==> config.mk <==
export PLATFORM = sky130hd
export DESIGN_NAME = dpbsp_slave_port
export DESIGN_NICKNAME = d
export VERILOG_FILES = /design/src/logic/dpbsp_pkg.sv /design/src/logic/dpbsp_fifo.sv /design/src/logic/dpbsp_slave_port.sv
export VERILOG_INCLUDE_DIRS = /design/src /design/src/logic
export SDC_FILE = /design/constraint.sdc
export NUM_CORES = 1
export LEC_CHECK = 0
export ABC_CLOCK_PERIOD_IN_PS = 5100
export BUFFER_PORTS_ARGS = -buffer_cell sky130_fd_sc_hd__buf_4
export CORE_ASPECT_RATIO = 1.1
export CORE_MARGIN = 3
export CORE_UTILIZATION = 55
export DETAILED_ROUTE_END_ITERATION = 6
export PLACE_DENSITY = 0.79
export SYNTH_ARGS = -nofsm -noshare
export SYNTH_HDL_FRONTEND = slang
export SYNTH_SLANG_ARGS = --single-unit
==> constraint.sdc <==
create_clock -name i_ref_clk -period 5.1 [get_ports i_ref_clk]
set_input_delay 0.765 -clock i_ref_clk [delete_from_list [all_inputs] [get_ports i_ref_clk]]
set_output_delay 0.765 -clock i_ref_clk [all_outputs]
set_load 0.1 [all_outputs]
==> src/logic/dpbsp_defines.svh <==
/*
  Constants of the DDR pseudo-static DRAM slave port: command/address
  field positions, latency counts and burst sizing.
  Assumes it is included by bare name by the package and the host model.
*/
`ifndef DPBSP_DEFINES_SVH
`define DPBSP_DEFINES_SVH

// ----------------------------------------------------------------------
// command/address word layout
// ----------------------------------------------------------------------
`define DPBSP_CA_READ_BIT   47
`define DPBSP_CA_SPACE_BIT  46
`define DPBSP_CA_BURST_BIT  45
`define DPBSP_CA_ROW_HI     44
`define DPBSP_CA_ROW_LO     16
`define DPBSP_CA_COL_HI     2
`define DPBSP_CA_COL_LO     0
`define DPBSP_CA_LAST_EDGE  3'h5
`define DPBSP_BURST_LINEAR  1'b1

// ----------------------------------------------------------------------
// latency and burst sizing
// ----------------------------------------------------------------------
`define DPBSP_LAT_CLKS      6'h06
`define DPBSP_DUAL_DIE      1'b1
`define DPBSP_WRAP_BASE     32'h0000_0008
`define DPBSP_FIFO_DEPTH    16
`define DPBSP_WORD_BITS     16

`endif

==> src/logic/dpbsp_pkg.sv <==
/*
  Types of the DDR pseudo-static DRAM slave port.
  Assumes the defines header sits beside it in logic/.
*/
`default_nettype none

package dpbsp_pkg;
  `include "dpbsp_defines.svh"

  typedef enum logic [1:0] {
    DPBSP_IDLE,
    DPBSP_CMD,
    DPBSP_LAT,
    DPBSP_XFER
  } dpbsp_phase_t;

  // one array write: word address, data, byte enables (high byte first)
  typedef struct packed {
    logic [31:0] addr;
    logic [15:0] data;
    logic [1:0]  be;
  } dpbsp_wr_word_t;

  typedef struct packed {
    logic       clk1, clk2, clk3;
    logic       cs1, cs2, cs3;
    logic [7:0] dq1, dq2;
    logic       msk1, msk2;
    logic       hr1, hr2;
  } dpbsp_sync_t;

  typedef struct packed {
    dpbsp_phase_t   phase;
    logic [2:0]     edge_cnt;
    logic [47:0]    ca;
    logic           is_read;
    logic           linear;
    logic [1:0]     wrap_sel;
    logic [5:0]     lat_cnt;
    logic [31:0]    addr;
    logic [31:0]    req_addr;
    logic [4:0]     outst;
    logic [4:0]     drop;
    logic [15:0]    word;
    logic [7:0]     wr_hi;
    logic           msk_hi;
    logic [7:0]     dq_out;
    logic           dq_drive;
    logic           strobe_out;
    logic           strobe_drive;
    logic           rd_req;
    logic [31:0]    rd_addr;
    logic           wr_valid;
    dpbsp_wr_word_t wr;
  } dpbsp_proto_t;

  typedef struct packed {
    dpbsp_sync_t  sy;
    dpbsp_proto_t p;
  } dpbsp_state_t;
endpackage

`default_nettype wire

==> src/logic/dpbsp_fifo.sv <==
/*
  Read-data FIFO between the array and the link side of the slave port.
  Assumes one clock and a synchronous active-high reset; i_clear empties it.
*/
`timescale 1ns/1ps
`default_nettype none

module dpbsp_fifo #(
  parameter int WIDTH = 16,
  parameter int DEPTH = 16
) (
  input  wire logic                     i_clk,
  input  wire logic                     i_rst,
  input  wire logic                     i_clear,
  input  wire logic                     i_in_valid,
  output logic                          o_in_ready,
  input  wire logic [WIDTH-1:0]         i_in_data,
  output logic                          o_out_valid,
  input  wire logic                     i_out_ready,
  output logic [WIDTH-1:0]              o_out_data,
  output logic [$clog2(DEPTH):0]        o_count
);
  localparam int AW = $clog2(DEPTH);

  typedef struct packed {
    logic [DEPTH-1:0][WIDTH-1:0] mem;
    logic [AW:0]                 wr;
    logic [AW:0]                 rd;
  } dpbsp_fifo_state_t;

  dpbsp_fifo_state_t st;
  dpbsp_fifo_state_t next_st;

  assign o_count     = st.wr - st.rd;
  assign o_in_ready  = (o_count != DEPTH[AW:0]) && !i_clear;
  assign o_out_valid = (o_count != '0) && !i_clear;
  assign o_out_data  = st.mem[st.rd[AW-1:0]];

  always_comb begin
    next_st = st;
    if (i_clear) begin
      next_st.wr = st.rd;
    end else begin
      if (i_in_valid && o_in_ready) begin
        next_st.mem[st.wr[AW-1:0]] = i_in_data;
        next_st.wr                 = st.wr + 1'b1;
      end
      if (o_out_valid && i_out_ready) begin
        next_st.rd = st.rd + 1'b1;
      end
    end
  end

  always_ff @(posedge i_clk) begin
    if (i_rst) begin
      st <= '0;
    end else begin
      st <= next_st;
    end
  end
endmodule // dpbsp_fifo

`default_nettype wire

==> src/logic/dpbsp_slave_port.sv <==
/*
  Slave-side transaction and burst logic of a pseudo-static DRAM on an
  8-bit double-data-rate bus: command/address capture, latency, wrapped
  and linear bursts, strobe/mask handling and array prefetch.
  Assumes the bus pins arrive asynchronously and are oversampled by
  i_ref_clk (well above twice the link clock), and that the array side
  answers read requests in order on i_arr_rd_valid.
*/
// Behaviour
// - every burst moves to the next 16-bit word each link clock
// - wrapped burst runs to group end, restarts at group start, returns to start
// - linear burst increments until chip select rises
// - burst type is taken from each transaction's own command
// - addresses resolve to 16-bit words only, never bytes
// - reads drive one word per clock, one byte per edge
// - writes capture one word per clock, one byte per edge
// - first two command cycles give row and burst type, then latency
// - strobe high during command phase when refresh is pending
// - third command cycle gives the start word within the row
// - linear mode prefetches ahead so row ends never stall
// - chip select fall starts, rise ends a transaction
// - link clock may stop between transactions; inverted clock optional
// - device drives strobe in command phase to report extra latency
// - read strobe transitions edge-aligned with read data
// - host drives strobe during write data as a byte mask
// - dual-die always uses doubled latency
// - hardware reset low reinitialises and returns to standby
// - hardware reset low releases strobe and all data lines
// - masked byte (strobe high) is discarded, unmasked byte written
// - command bit 45: 0 wrapped, 1 linear
`timescale 1ns/1ps
`default_nettype none

module dpbsp_slave_port
  import dpbsp_pkg::*;
(
  input  wire logic           i_ref_clk,
  input  wire logic           i_sys_rst,
  input  wire logic           i_hw_rst_n,
  input  wire logic           i_cs_n,
  input  wire logic           i_interface_clk,
  input  wire logic           i_interface_clk_inverted,
  input  wire logic [7:0]     i_dq,
  output logic [7:0]          o_dq,
  output logic                o_dq_oe_n,
  input  wire logic           i_strobe_mask_line,
  output logic                o_strobe_mask_line,
  output logic                o_strobe_mask_line_oe_n,
  input  wire logic           i_refresh_pending,
  input  wire logic [1:0]     i_wrap_sel,
  output logic                o_arr_rd_req,
  output logic [31:0]         o_arr_rd_addr,
  input  wire logic           i_arr_rd_valid,
  input  wire logic [15:0]    i_arr_rd_data,
  output logic                o_arr_rd_ready,
  output logic                o_arr_wr_valid,
  output dpbsp_wr_word_t      o_arr_wr
);
  // --------------------------------------------------------------------
  // state and derived strobes
  // --------------------------------------------------------------------
  dpbsp_state_t st;
  dpbsp_state_t next_st;

  logic        link_rise;
  logic        link_fall;
  logic        link_edge;
  logic        cs_fall;
  logic        cs_rise;
  logic [31:0] wrap_mask;
  logic        fifo_in_ready;
  logic        fifo_out_valid;
  logic [15:0] fifo_out_data;
  logic [4:0]  fifo_count;
  logic        fifo_pop;
  logic        fifo_clear;
  logic        fifo_push;
  logic        resp;
  logic        reading;

  // only the second and third flops are looked at, never the first
  assign link_rise = st.sy.clk2 & ~st.sy.clk3;
  assign link_fall = ~st.sy.clk2 & st.sy.clk3;
  assign link_edge = link_rise | link_fall;
  assign cs_fall   = st.sy.cs3 & ~st.sy.cs2;
  assign cs_rise   = ~st.sy.cs3 & st.sy.cs2;

  // group size in words follows the setting caught at chip select fall
  assign wrap_mask = (`DPBSP_WRAP_BASE << st.p.wrap_sel) - 32'h0000_0001;

  assign reading   = st.p.is_read &&
                     (st.p.phase == DPBSP_LAT || st.p.phase == DPBSP_XFER);
  // stale answers from an ended burst are soaked up, never queued
  assign fifo_push      = i_arr_rd_valid && reading && (st.p.drop == 5'h00);
  assign o_arr_rd_ready = reading && (st.p.drop == 5'h00) ? fifo_in_ready : 1'b1;
  assign resp           = i_arr_rd_valid && o_arr_rd_ready;

  // --------------------------------------------------------------------
  // read-data buffer
  // --------------------------------------------------------------------
  dpbsp_fifo #(
    .WIDTH (`DPBSP_WORD_BITS),
    .DEPTH (`DPBSP_FIFO_DEPTH)
  ) u_rd_fifo (
    .i_clk       (i_ref_clk),
    .i_rst       (i_sys_rst),
    .i_clear     (fifo_clear),
    .i_in_valid  (fifo_push),
    .o_in_ready  (fifo_in_ready),
    .i_in_data   (i_arr_rd_data),
    .o_out_valid (fifo_out_valid),
    .i_out_ready (fifo_pop),
    .o_out_data  (fifo_out_data),
    .o_count     (fifo_count)
  );

  // word-granular step: linear carries on, wrapped stays inside the group
  function automatic logic [31:0] step_addr(input logic [31:0] a,
                                            input logic        lin,
                                            input logic [31:0] wmask);
    logic [31:0] inc;
    inc = a + 32'h0000_0001;
    return lin ? inc : ((a & ~wmask) | (inc & wmask));
  endfunction

  // --------------------------------------------------------------------
  // next-state logic
  // --------------------------------------------------------------------
  always_comb begin
    logic [47:0] ca_new;
    logic        data_rise;
    logic        data_fall;
    logic        issue;
    logic [5:0]  credit;
    logic [15:0] rword;
    ca_new     = {st.p.ca[39:0], st.sy.dq2};
    data_rise  = link_rise && (st.p.phase == DPBSP_XFER ||
                 (st.p.phase == DPBSP_LAT && st.p.lat_cnt == 6'h00));
    data_fall  = link_fall && (st.p.phase == DPBSP_XFER);
    credit     = {1'b0, fifo_count} + {1'b0, st.p.outst};
    issue      = reading && !cs_rise && (credit < 6'h10);
    rword      = fifo_out_valid ? fifo_out_data : 16'h0000;
    fifo_pop   = 1'b0;
    fifo_clear = 1'b0;
    next_st    = st;

    // pin synchronisers; the inverted clock is optional and unused here
    next_st.sy.clk1 = i_interface_clk;
    next_st.sy.clk2 = st.sy.clk1;
    next_st.sy.clk3 = st.sy.clk2;
    next_st.sy.cs1  = i_cs_n;
    next_st.sy.cs2  = st.sy.cs1;
    next_st.sy.cs3  = st.sy.cs2;
    next_st.sy.dq1  = i_dq;
    next_st.sy.dq2  = st.sy.dq1;
    next_st.sy.msk1 = i_strobe_mask_line;
    next_st.sy.msk2 = st.sy.msk1;
    next_st.sy.hr1  = i_hw_rst_n;
    next_st.sy.hr2  = st.sy.hr1;

    next_st.p.rd_req   = 1'b0;
    next_st.p.wr_valid = 1'b0;

    // prefetch bookkeeping: every request holds a buffer slot until popped
    if (issue) begin
      next_st.p.rd_req   = 1'b1;
      next_st.p.rd_addr  = st.p.req_addr;
      next_st.p.req_addr = step_addr(st.p.req_addr, st.p.linear, wrap_mask);
    end
    next_st.p.outst = st.p.outst + {4'h0, issue} - {4'h0, resp};
    if (resp && st.p.drop != 5'h00) begin
      next_st.p.drop = st.p.drop - 5'h01;
    end

    if (cs_rise) begin
      next_st.p.phase        = DPBSP_IDLE;
      next_st.p.dq_drive     = 1'b0;
      next_st.p.strobe_drive = 1'b0;
      next_st.p.drop         = next_st.p.outst;
      fifo_clear             = 1'b1;
    end else if (cs_fall) begin
      next_st.p.phase        = DPBSP_CMD;
      next_st.p.edge_cnt     = 3'h0;
      next_st.p.wrap_sel     = i_wrap_sel;
      next_st.p.dq_drive     = 1'b0;
      next_st.p.strobe_drive = 1'b1;
      // dual-die always flags extra latency, so the line stays high
      next_st.p.strobe_out   = i_refresh_pending | `DPBSP_DUAL_DIE;
    end else begin
      unique case (st.p.phase)
        DPBSP_IDLE: begin
        end
        DPBSP_CMD: begin
          if (link_edge) begin
            next_st.p.ca       = ca_new;
            next_st.p.edge_cnt = st.p.edge_cnt + 3'h1;
            if (st.p.edge_cnt == `DPBSP_CA_LAST_EDGE) begin
              next_st.p.is_read  = ca_new[`DPBSP_CA_READ_BIT];
              next_st.p.linear   = (ca_new[`DPBSP_CA_BURST_BIT] == `DPBSP_BURST_LINEAR);
              // row/half-page from the first cycles, start word from the third
              next_st.p.addr     = {ca_new[`DPBSP_CA_ROW_HI:`DPBSP_CA_ROW_LO],
                                    ca_new[`DPBSP_CA_COL_HI:`DPBSP_CA_COL_LO]};
              next_st.p.req_addr = next_st.p.addr;
              next_st.p.phase    = DPBSP_LAT;
              next_st.p.lat_cnt  = (`DPBSP_LAT_CLKS << 1) - 6'h01;
              next_st.p.strobe_out   = 1'b0;
              next_st.p.strobe_drive = ca_new[`DPBSP_CA_READ_BIT];
            end
          end
        end
        DPBSP_LAT: begin
          if (link_rise && st.p.lat_cnt != 6'h00) begin
            next_st.p.lat_cnt = st.p.lat_cnt - 6'h01;
          end
          if (data_rise) begin
            next_st.p.phase = DPBSP_XFER;
          end
        end
        DPBSP_XFER: begin
        end
      endcase

      // data beats: high byte on the rising edge, low byte on the falling
      if (data_rise && st.p.is_read) begin
        fifo_pop             = fifo_out_valid;
        next_st.p.word       = rword;
        next_st.p.dq_out     = rword[15:8];
        next_st.p.dq_drive   = 1'b1;
        next_st.p.strobe_out = 1'b1;
      end
      if (data_fall && st.p.is_read) begin
        next_st.p.dq_out     = st.p.word[7:0];
        next_st.p.strobe_out = 1'b0;
        next_st.p.addr       = step_addr(st.p.addr, st.p.linear, wrap_mask);
      end
      if (data_rise && !st.p.is_read) begin
        next_st.p.wr_hi  = st.sy.dq2;
        next_st.p.msk_hi = st.sy.msk2;
      end
      if (data_fall && !st.p.is_read) begin
        next_st.p.wr_valid = 1'b1;
        next_st.p.wr.addr  = st.p.addr;
        next_st.p.wr.data  = {st.p.wr_hi, st.sy.dq2};
        next_st.p.wr.be    = {~st.p.msk_hi, ~st.sy.msk2};
        next_st.p.addr     = step_addr(st.p.addr, st.p.linear, wrap_mask);
      end
    end

    // hardware reset: back to standby with pins released; the answer
    // counter survives so late array answers are still soaked up
    if (!st.sy.hr2) begin
      next_st.p       = '0;
      next_st.p.outst = st.p.outst - {4'h0, resp};
      next_st.p.drop  = st.p.outst - {4'h0, resp};
      fifo_clear      = 1'b1;
    end
  end

  always_ff @(posedge i_ref_clk) begin
    if (i_sys_rst) begin
      st <= '0;
    end else begin
      st <= next_st;
    end
  end

  // --------------------------------------------------------------------
  // outputs
  // --------------------------------------------------------------------
  assign o_dq                    = st.p.dq_out;
  assign o_dq_oe_n               = ~st.p.dq_drive;
  assign o_strobe_mask_line      = st.p.strobe_out;
  assign o_strobe_mask_line_oe_n = ~st.p.strobe_drive;
  assign o_arr_rd_req            = st.p.rd_req;
  assign o_arr_rd_addr           = st.p.rd_addr;
  assign o_arr_wr_valid          = st.p.wr_valid;
  assign o_arr_wr                = st.p.wr;
endmodule // dpbsp_slave_port

`default_nettype wire

Word-level counts from Yosys, hierarchy flattened
Index checks and enable logic that the tools add are counted.
{ "classes": {"add_sub_neg": 13, "order_cmp": 4, "eq_ne": 13, "shifts": 1, "n_mux": 54, "n_bitwise": 24, "reduce_logical": 63} }
{ "op_table": {"columns": ["cell", "count"], "rows": [
  ["256-bit bitwise mux", 1],
  ["32-bit two-way mux", 7],
  ["51-bit two-way mux", 3],
  ["70-bit two-way mux", 2],
  ["130-bit two-way mux", 1],
  ["32-bit AND", 4],
  ["33-bit two-way mux", 3],
  ["32-bit by 1-bit adder with 32-bit output (second input constant)", 2],
  ["16-bit binary-select mux with 4-bit select", 1],
  ["16-bit demux with 4-bit select", 1],
  ["16-bit two-way mux", 4],
  ["64-bit two-way mux", 1],
  ["32-bit OR", 2],
  ["55-bit two-way mux", 1],
  ["53-bit two-way mux", 1],
  ["32-bit inverter", 1],
  ["4-bit by 2-bit << shifter with 32-bit output (first input constant)", 1],
  ["32-bit by 1-bit subtractor with 32-bit output (second input constant)", 1],
  ["1-bit logical AND", 21],
  ["5-bit two-way mux", 4],
  ["3-bit AND reduction", 6],
  ["4-bit AND reduction", 4],
  ["2-bit two-way mux", 6],
  ["1-bit inverter", 12],
  ["46 further kinds", 82]
]} }
{ "totals": {"register_bits": 549, "in_bits": 35, "output_inout_bits": 96, "elab_cells": 227} }

Depth between registers and ports, before layout
Gate-level depths: netlist of run 1.
{ "depth": {"word_depth": 12, "mapped_depth": 25, "depth_no_buf": 23} }

Modules after synthesis
Synthesis of run 1 repeated with hierarchy kept, for this count alone.
{ "unflattened": {"cells_unflattened": 2719, "area_unflattened_um2": 24847.6} }
{ "modules_own_cells": {"columns": ["mod", "instances", "cells_each", "area_each_um2", "seq_area_each_um2"], "rows": [
  ["dpbsp_slave_port", 1, 1579, 12660.9, 5325.1],
  ["dpbsp_fifo", 1, 1140, 12186.7, 5325.1]
]} }

Worst setup path before layout of run 1
No wires, ideal clock.
{ "synth_path": {"kind": "flip-flop to flip-flop", "from": "reg u_rd_fifo.st[1] (netlist bit)", "to": "reg st[124] (netlist bit)", "setup_time_ns": 0.091, "arrival_time_ns": 7.072, "required_time_ns": 5.009, "path_slack_ns": -2.063, "stages_incl_launch_ff": 24, "n_path_buf": 5, "synth_period_minus_slack_ns": 7.163, "cell_sequence": "dfxtp_1 clkbuf_1 clkbuf_1 buf_2 inv_2 fa_1 xor2_2 and4b_4 o22a_4 buf_6 buf_6 o21ai_0 and2_1 ha_1 inv_1 ha_1 inv_1 fa_1 o21bai_1 a21oi_1 xnor2_1 nand2_1 a32o_1 a311oi_1"} }
{ "synth_between": {"elab_chain_cells": 8, "word_cells_on_any_way": 15, "cone_classes": "5 x add/sub; 1 x order compare; 2 x eq/ne; 3 x mux; 4 x reduce/logical"} }
{ "synth_rtl": {"columns": ["element", "line_no", "rtl"], "rows": [
  ["from (decl)", "dpbsp_fifo.sv:31", "dpbsp_fifo_state_t st;"],
  ["from (signal assigned)", "dpbsp_fifo.sv:58", "st <= next_st;"],
  ["5-bit subtractor (*)", "dpbsp_fifo.sv:34", "assign o_count = st.wr - st.rd;"],
  ["5-bit != test (*)", "dpbsp_fifo.sv:35", "assign o_in_ready = (o_count != DEPTH[AW:0]) && !i_clear;"],
  ["1-bit logical AND (*)", "dpbsp_fifo.sv:35", null],
  ["1-bit two-way mux (*)", "dpbsp_slave_port.sv:95", "assign o_arr_rd_ready = reading && (st.p.drop == 5'h00) ? fifo_in_ready : 1'b1;"],
  ["named net o_arr_rd_ready", "dpbsp_slave_port.sv:55", "output logic o_arr_rd_ready,"],
  ["1-bit logical AND (*)", "dpbsp_slave_port.sv:96", "assign resp = i_arr_rd_valid && o_arr_rd_ready;"],
  ["5-bit by 1-bit subtractor with 5-bit output", "dpbsp_slave_port.sv:170", "next_st.p.outst = st.p.outst + {4'h0, issue} - {4'h0, resp};"],
  ["5-bit two-way mux", "dpbsp_slave_port.sv:175", "if (cs_rise) begin"],
  ["130-bit two-way mux", "dpbsp_slave_port.sv:251", "if (!st.sy.hr2) begin"],
  ["to (signal assigned)", "dpbsp_slave_port.sv:263", "st <= next_st;"],
  ["to (decl)", "dpbsp_slave_port.sv:62", "dpbsp_state_t st;"]
]} }
The timed path passes the listed nets; every way through them passes the cells marked *.
A chain may end at the register's enable or synchronous reset.

Worst setup path in the final report of run 1
{ "layout_path": {"from": "reg u_rd_fifo.st[5] (netlist bit)", "to": "reg st[124] (netlist bit)"} }
{ "layout_between": {"elab_chain_cells": 8, "word_cells_on_any_way": 15, "cone_classes": "5 x add/sub; 1 x order compare; 2 x eq/ne; 3 x mux; 4 x reduce/logical"} }
{ "layout_rtl": {"columns": ["element", "line_no"], "rows": [
  ["5-bit subtractor (*)", "dpbsp_fifo.sv:34"],
  ["5-bit by 5-bit adder with 6-bit output or 5-bit != test (tied branches)", "dpbsp_slave_port.sv:140, dpbsp_fifo.sv:35"],
  ["6-bit by 5-bit < comparator with 1-bit output or 1-bit logical AND (tied branches)", "dpbsp_slave_port.sv:141, dpbsp_fifo.sv:35"],
  ["1-bit logical AND or 1-bit two-way mux (tied branches)", "dpbsp_slave_port.sv:141, dpbsp_slave_port.sv:95"],
  ["5-bit by 1-bit adder with 5-bit output or 1-bit logical AND (tied branches)", "dpbsp_slave_port.sv:170, dpbsp_slave_port.sv:96"],
  ["5-bit by 1-bit subtractor with 5-bit output", "dpbsp_slave_port.sv:170"],
  ["5-bit two-way mux", "dpbsp_slave_port.sv:175"],
  ["130-bit two-way mux", "dpbsp_slave_port.sv:251"]
]} }
Every way passes the cells marked *; elsewhere a longest branch is shown, timed or not.

==> reports/metrics.cfg, run 1 <==
[setup_path]
rrSetupSlack_ns = 0.41
worstSetupStartpointType = flop
path_max_fanout = 4
crit_required_ns = 5.59
cp-end-kind = flop
cp.arrival_ns = 5.18
worstSetupPathType = reg2reg

[timing]
finalMaxSlewViolations = 0
finalCritPeriodShare = 0.919
final_hold_viol_count = 0
maxSlewHeadroom = 0.146
fin_skew_ns = 0.0236
fmax_ghz = 0.213
grt_setup_unrepaired = no
fin_crit_ns = 4.69
worst_pin_slew_ns = 1.27
setup_viol = 0
setup_tns_ns = 0

[clock_tree]
cts_root_buf = clkbuf_16
post-cts-setup-buffer-count = 0
cts_resized = 0
htreeDepth = 2
clock_sinks = 532
cts_buffers = 51
ctsHoldBuffers = 0
insertion_delay_ns = 0.60
clk_pin_slew_worst_paths_ns = 0.06
cts_buffer_depth = 3
cts_tree = built

[drt]
wl_mm = 65.3
drc = 0
wire_per_inst_um = 19.1
routed_via_density = 5.93
drtPass1Iterations = 6
drt_iter0_drc = 1845
antenna_left = 0
vias = 20200

[cells_and_area]
final_common_cell = nand2_1
diodes = 0
nFillCells = 3522
syn2layout_area_growth_pct = 9.38
fin_area_mm2 = 0.0262
final_util = 0.614
layout_common_cells = nand2_1, dfxtp_1, a21oi_1, buf_4, nor2_1
fin_nets = 2881
drive_above_1_share = 0.134

[global_route]
grt_usage = 0.276
grt_pass1_wl_mm = 102
gr-total-overflow = 0
grt_start_max_net_pins = 222
antenna_found_initial = 0
grt_pass1_vias = 19600

[place]
hpwl_mm = 42.2
globalplace.congestion = 0.900
io_buffer_count = 128
dpl-instance-area_mm2 = 0.0245

[synthesis]
ys_seq_area_frac = 0.445
yosysUniqueCellTypes = 78
syn-instance-count = 2892
syn_nets = 2962
ys.warnings.count = 0
ys_ff_latch = 532
synth_edf_count = 0
synth_ff_type = dfxtp_1
syn_area_mm2 = 0.0240
synth_area_per_cell_um2 = 8.28
ys_async_sr_fraction = 0

[worst_hold_path]
hp-class = in2reg

[floorplan]
die_area_mm2 = 0.0461
rows = 79
die_x_um = 205
start_util = 0.561
core_mm2 = 0.0427
die_h_um = 225
io_pins = 131

[power_and_ir_drop]
power_w = 0.00842
power_density_mw_per_mm2 = 321
peakVddDrop_v = 0.000276
leakagePower_nw = 8.56

[flow_run]
cap_violations = 0

[status]
status = finished clean

## through the flow
stage / setup slack, ns / hold slack (ns) / cells
final: 0.411 / 0.379 / 3416
after global routing: 0.0109 / 0.357 / 3416
after CTS: 0.418 / 0.343 / 3416
after detailed placement: 0.435 / 0.432 / 3325
after global placement: 0.567 / 0.420 / 3325
after floorplan: 0.0296 / 0.413 / 2892
## worst max-delay path, stage by stage (launching register included)
cell,delay (ns)
dfxtp_1,0.35
inv_1,0.16
ha_1,0.19
inv_1,0.05
fa_1,0.42
nand3_1,0.16
and3_1,0.19
nor2_1,0.05
ha_1,0.28
nor4_1,0.33
and2_1,0.19
and2_1,0.15
clkinv_1,0.10
ha_1,0.29
inv_1,0.05
ha_1,0.15
inv_1,0.05
fa_1,0.40
o21bai_1,0.19
a21oi_1,0.11
xnor2_1,0.16
nand2_1,0.09
a32o_1,0.24
a311oi_1,0.25
## path summary, 6_finish.rpt
| path | from | to | cells past startpoint |
|---|---|---|---|
| max | u_rd_fifo.st[5]$_SDFFE_PP0P_ | st[124]$_SDFFE_PP0P_ | 23 |
| min | i_dq[4] | next_st[265]$_SDFF_PP0_ | 2 |
| min reg2reg | next_st[257]$_SDFF_PP0_ | st[257]$_SDFF_PP0_ | 1 |
| max reg2reg | u_rd_fifo.st[5]$_SDFFE_PP0P_ | st[124]$_SDFFE_PP0P_ | 23 |
## layout make-up
class	count	area, um^2	area share
sequential	532	10700	0.407
tap	567	709	0.0271
clock inverter	19	251	0.00960
inverter	59	221	0.00845
timing repair buffer	173	1320	0.0503
multi-input combinational	1994	11600	0.441
clock buffer	72	1490	0.0567
## state kept, by name (all words and copies together), names as in the netlist
name / flops
o_arr_rd_addr: 32
o_dq: 8
o_arr_wr_valid: 1
o_arr_rd_req: 1
u_rd_fifo.st: 266
o_strobe_mask_line: 1
next_st: 14
o_arr_wr: 50
st: 159
## power by group
part | total (W) | internal [W] | switching [W]
Combinational | 0.000314 | 0.000107 | 0.000207
Clock | 0.00390 | 0.00229 | 0.00161
Sequential | 0.00421 | 0.00418 | 0.0000275
Total | 0.00842 | 0.00657 | 0.00185
## cell families (layout without fill, tap and decap cells)
kind of cell | count (synthesis) | count (layout) | synth area share
adder cells (fa/ha/maj) | 35 | 35 | 0.0189
flip-flops | 532 | 532 | 0.445
multiplexers | 107 | 107 | 0.0828
AO/OA/AOI/OAI | 644 | 644 | 0.148
AND/OR/NAND/NOR | 1151 | 1151 | 0.210
buffers and inverters | 366 | 323 | 0.0742
XOR/XNOR | 57 | 57 | 0.0212
## per-layer routing
metal  up-vias  GRT usage  routed length [um]  part of all wire
li1       9551          -                   -                 -
met2       868      0.484               32600              0.50
met4         0      0.161                4010             0.061
met1      9608      0.321               24200              0.37
met5         -          0                   0                 0
met3       213     0.0399                4590             0.070
## cell usage after synthesis (5+ instances only)
master / n / area (um^2)
nand2b_1: 6 / 37.5
ha_1: 33 / 413
nor2_1: 97 / 364
nand4_1: 25 / 156
dfxtp_1: 532 / 10700
a21oi_1: 458 / 2290
nand2_1: 826 / 3100
and2_1: 13 / 81.3
nor3_1: 39 / 195
a32oi_1: 8 / 70.1
or3_1: 12 / 75.1
a211oi_1: 24 / 180
inv_1: 54 / 203
nor4_4: 8 / 170
nand3_1: 33 / 165
buf_1: 14 / 52.6
buf_4: 91 / 683
or4_1: 5 / 37.5
clkbuf_1: 176 / 661
o22ai_1: 7 / 43.8
o211a_1: 5 / 50.1
nor4_2: 8 / 100
or2_2: 7 / 43.8
xnor2_1: 39 / 342
nor2b_1: 29 / 181
o21ai_0: 86 / 430
mux4_2: 72 / 1620
a22oi_1: 6 / 45.0
xor2_1: 17 / 149
and3_1: 13 / 81.3
nor4_1: 11 / 68.8
buf_2: 22 / 110
mux2i_1: 26 / 260
mux2_2: 9 / 101
Note: power is estimated with default switching activity, not from simulation.
==> run 2: changes to the inputs <==
--- a/config.mk
+++ b/config.mk
@@ -8,7 +8,7 @@
 export LEC_CHECK = 0
 export ABC_CLOCK_PERIOD_IN_PS = 5100
 export BUFFER_PORTS_ARGS = -buffer_cell sky130_fd_sc_hd__buf_4
-export CORE_ASPECT_RATIO = 1.1
+export CORE_ASPECT_RATIO = 1.5
 export CORE_MARGIN = 3
 export CORE_UTILIZATION = 55
 export DETAILED_ROUTE_END_ITERATION = 6
==> run 2 against run 1 <==
The run now ends with design-rule violations left. Sequential power hardly changed. Die area up 0.11%. Maximum frequency grew 0.58%. Non-clock buffer count increased by 2. Clock power decreased by 5.9%. Design area decreased by 0.55%. Wire length increased by 2.2%. Critical path type unchanged. Largest power group unchanged.
==> reports/metrics.cfg, run 2 (same netlist as run 1, synthesis figures left out) <==
[status]
status = complete, but fails checks
violations = design-rule violations

[setup_path]
cp.arrival_ns = 5.13  ; -0.05 ns
cp_cell_sequence = inv_1, ha_1, inv_1, fa_1, nand3_1, and3_1, nor2_1, ha_1, nor4_1, and2_1, and2_1, clkinv_1, ha_1, inv_1, ha_1, inv_1, fa_1, o21bai_1, a21oi_1, xnor2_1, nand2_1, a32o_1, a311oi_1
slowest_stage = fa_1
slowest_delay_ns = 0.42  ; about the same
crit_required_ns = 5.57  ; -0.02 ns
crit_family = adder cells
crit_buf_inv = 5  ; unchanged
path_max_fanout = 4  ; unchanged
rrSetupSlack_ns = 0.44  ; +0.03 ns
worstSetupStartpointType = flop
r2r_end = st[124]$_SDFFE_PP0P_
ff2ff_path_depth = 23  ; unchanged
r2r-start = u_rd_fifo.st[5]$_SDFFE_PP0P_
worstSetupPathType = reg2reg
cp-end-kind = flop

[cells_and_area]
diodes = 0  ; unchanged
final_util = 0.607  ; -0.00673
top_register = u_rd_fifo.st
drive_above_1_share = 0.131  ; -0.00267
layout_common_cells = nand2_1, dfxtp_1, a21oi_1, buf_4, nor2_1
largest_reg_flops = 266  ; unchanged
nFillCells = 3658  ; +3.9%
fin_area_mm2 = 0.0261  ; -0.55%
final_common_cell = nand2_1
fin_nets = 2881  ; unchanged
syn2layout_area_growth_pct = 8.78

[place]
hpwl_mm = 44.6  ; +5.6%
globalplace.congestion = 0.934  ; +3.8%
dpl-instance-area_mm2 = 0.0245  ; about the same
io_buffer_count = 128  ; unchanged

[floorplan]
io_pins = 131  ; unchanged
start_util = 0.558  ; -0.00309
die_area_mm2 = 0.0461  ; +0.11%
rows = 93  ; +18%
core_mm2 = 0.0429  ; +0.55%
die_x_um = 176  ; -14%
die_h_um = 262  ; +16%

[timing]
fmax_ghz = 0.215  ; +0.58%
fin_skew_ns = 0.0286  ; +0.00503 ns
finalMaxSlewViolations = 0  ; unchanged
finalCritPeriodShare = 0.914  ; -0.00534
worst_pin_slew_ns = 1.43  ; +0.162 ns
maxSlewHeadroom = 0.0375  ; -0.109
grt_setup_unrepaired = no
fin_crit_ns = 4.66  ; -0.0272 ns
setup_tns_ns = 0  ; unchanged
setup_viol = 0  ; unchanged
final_hold_viol_count = 0  ; unchanged

[clock_tree]
post-cts-setup-buffer-count = 0  ; unchanged
cts_tree = built
cts_resized = 0  ; unchanged
cts_buffer_depth = 3  ; unchanged
cts_buffers = 49  ; -3.9%
cts_root_buf = clkbuf_16
clock_sinks = 532  ; unchanged
ctsHoldBuffers = 0  ; unchanged
clk_pin_slew_worst_paths_ns = 0.07  ; about the same
insertion_delay_ns = 0.59  ; about the same
htreeDepth = 2  ; unchanged

[power_and_ir_drop]
intPower_w = 0.00633  ; -3.7%
switchingPower_w = 0.00186  ; +0.35%
leakagePower_nw = 8.49  ; -0.86%
power_frac_seq = 0.514  ; +0.014
power_density_mw_per_mm2 = 314  ; -2.3%
peakVddDrop_v = 0.000277  ; about the same
clkPwrFrac = 0.448  ; -0.015
swShare = 0.227  ; +0.00710
combinationalPowerShare = 0.038  ; about the same

[global_route]
gr-total-overflow = 0  ; unchanged
antenna_found_initial = 0  ; unchanged
grt_start_max_net_pins = 116  ; -48%
grt_pass1_vias = 19700  ; +0.81%
grt_pass1_wl_mm = 104  ; +1.1%
grt_usage = 0.280  ; +0.00401

[worst_hold_path]
hold_path_end = next_st[261]$_SDFF_PP0_
hp-class = in2reg
hold_depth = 2  ; unchanged
worstHoldStart = i_dq[0]

[drt]
antenna_left = 0  ; unchanged
drc = 1  ; +1
wl_mm = 66.8  ; +2.2%
routed_via_density = 5.95  ; +0.45%
drtPass1Iterations = 7  ; +1
drt_iter0_drc = 1864  ; +1.0%
vias = 20300  ; +0.45%
wire_per_inst_um = 19.5  ; +2.2%

[flow_run]
cap_violations = 0  ; unchanged

==> run 2: cell types whose count changed in the layout (fill, tap and decap cells not counted), sizes merged <==
cell and change:
clkbuf -3, buf +2, bufinv -2
==> run 2: worst max-delay path by stage <==
stage                                 startpoint              endpoint  slack (ns)  depth (start not counted)
floorplan           u_rd_fifo.st[1]$_SDFFE_PP0P_  st[124]$_SDFFE_PP0P_        0.03                         23
global placement    u_rd_fifo.st[5]$_SDFFE_PP0P_  st[124]$_SDFFE_PP0P_        0.57                         23
detailed placement  u_rd_fifo.st[5]$_SDFFE_PP0P_  st[124]$_SDFFE_PP0P_        0.52                         23
CTS                 u_rd_fifo.st[5]$_SDFFE_PP0P_  st[124]$_SDFFE_PP0P_        0.48                         23
global route        u_rd_fifo.st[5]$_SDFFE_PP0P_  st[124]$_SDFFE_PP0P_        0.14                         23
finish              u_rd_fifo.st[5]$_SDFFE_PP0P_  st[124]$_SDFFE_PP0P_        0.44                         23
==> run 2: metal layers <==
metal | up-vias | track usage | part of all wire
met3 | 282 | 0.0338 | 0.062
met5 | - | 0 | 0
met4 | 0 | 0.185 | 0.075
met1 | 9603 | 0.305 | 0.35
li1 | 9557 | - | -
met2 | 889 | 0.509 | 0.51
==> run 2: area by class of cell <==
| type | instances | area, um^2 | share of cell area |
|---|---|---|---|
| clock buffers | 69 | 1370 | 0.0527 |
| clock inverters | 17 | 210 | 0.00807 |
| inverters | 59 | 221 | 0.00850 |
| multi-input cells | 1994 | 11600 | 0.444 |
| flip-flops and latches | 532 | 10700 | 0.409 |
| well taps | 570 | 713 | 0.0274 |
| repair buffers | 175 | 1320 | 0.0507 |
==> run 2: power groups by stage <==
| stage | Combinational, W | Sequential (W) | Clock, W |
|---|---|---|---|
| 3_3_place_gp | 0.000300 | 0.00430 | 0 |
| 3_5_place_dp | 0.000308 | 0.00430 | 0 |
| 5_1_grt | 0.000345 | 0.00421 | 0.00386 |
| 2_1_floorplan | 0.000232 | 0.00429 | 0 |
| 4_1_cts | 0.000311 | 0.00420 | 0.00370 |
| 6_report | 0.000314 | 0.00421 | 0.00367 |
==> run 2: metrics by stage <==
step	cells	worst slack (ns)	power [W]	hold slack [ns]
6_report	3416	0.438	0.00819	0.386
5_1_grt	3416	0.137	0.00841	0.379
4_1_cts	3416	0.479	0.00822	0.374
3_5_place_dp	3330	0.516	0.00461	0.428
3_3_place_gp	3330	0.572	0.00460	0.420
2_1_floorplan	2892	0.0296	0.00452	0.413
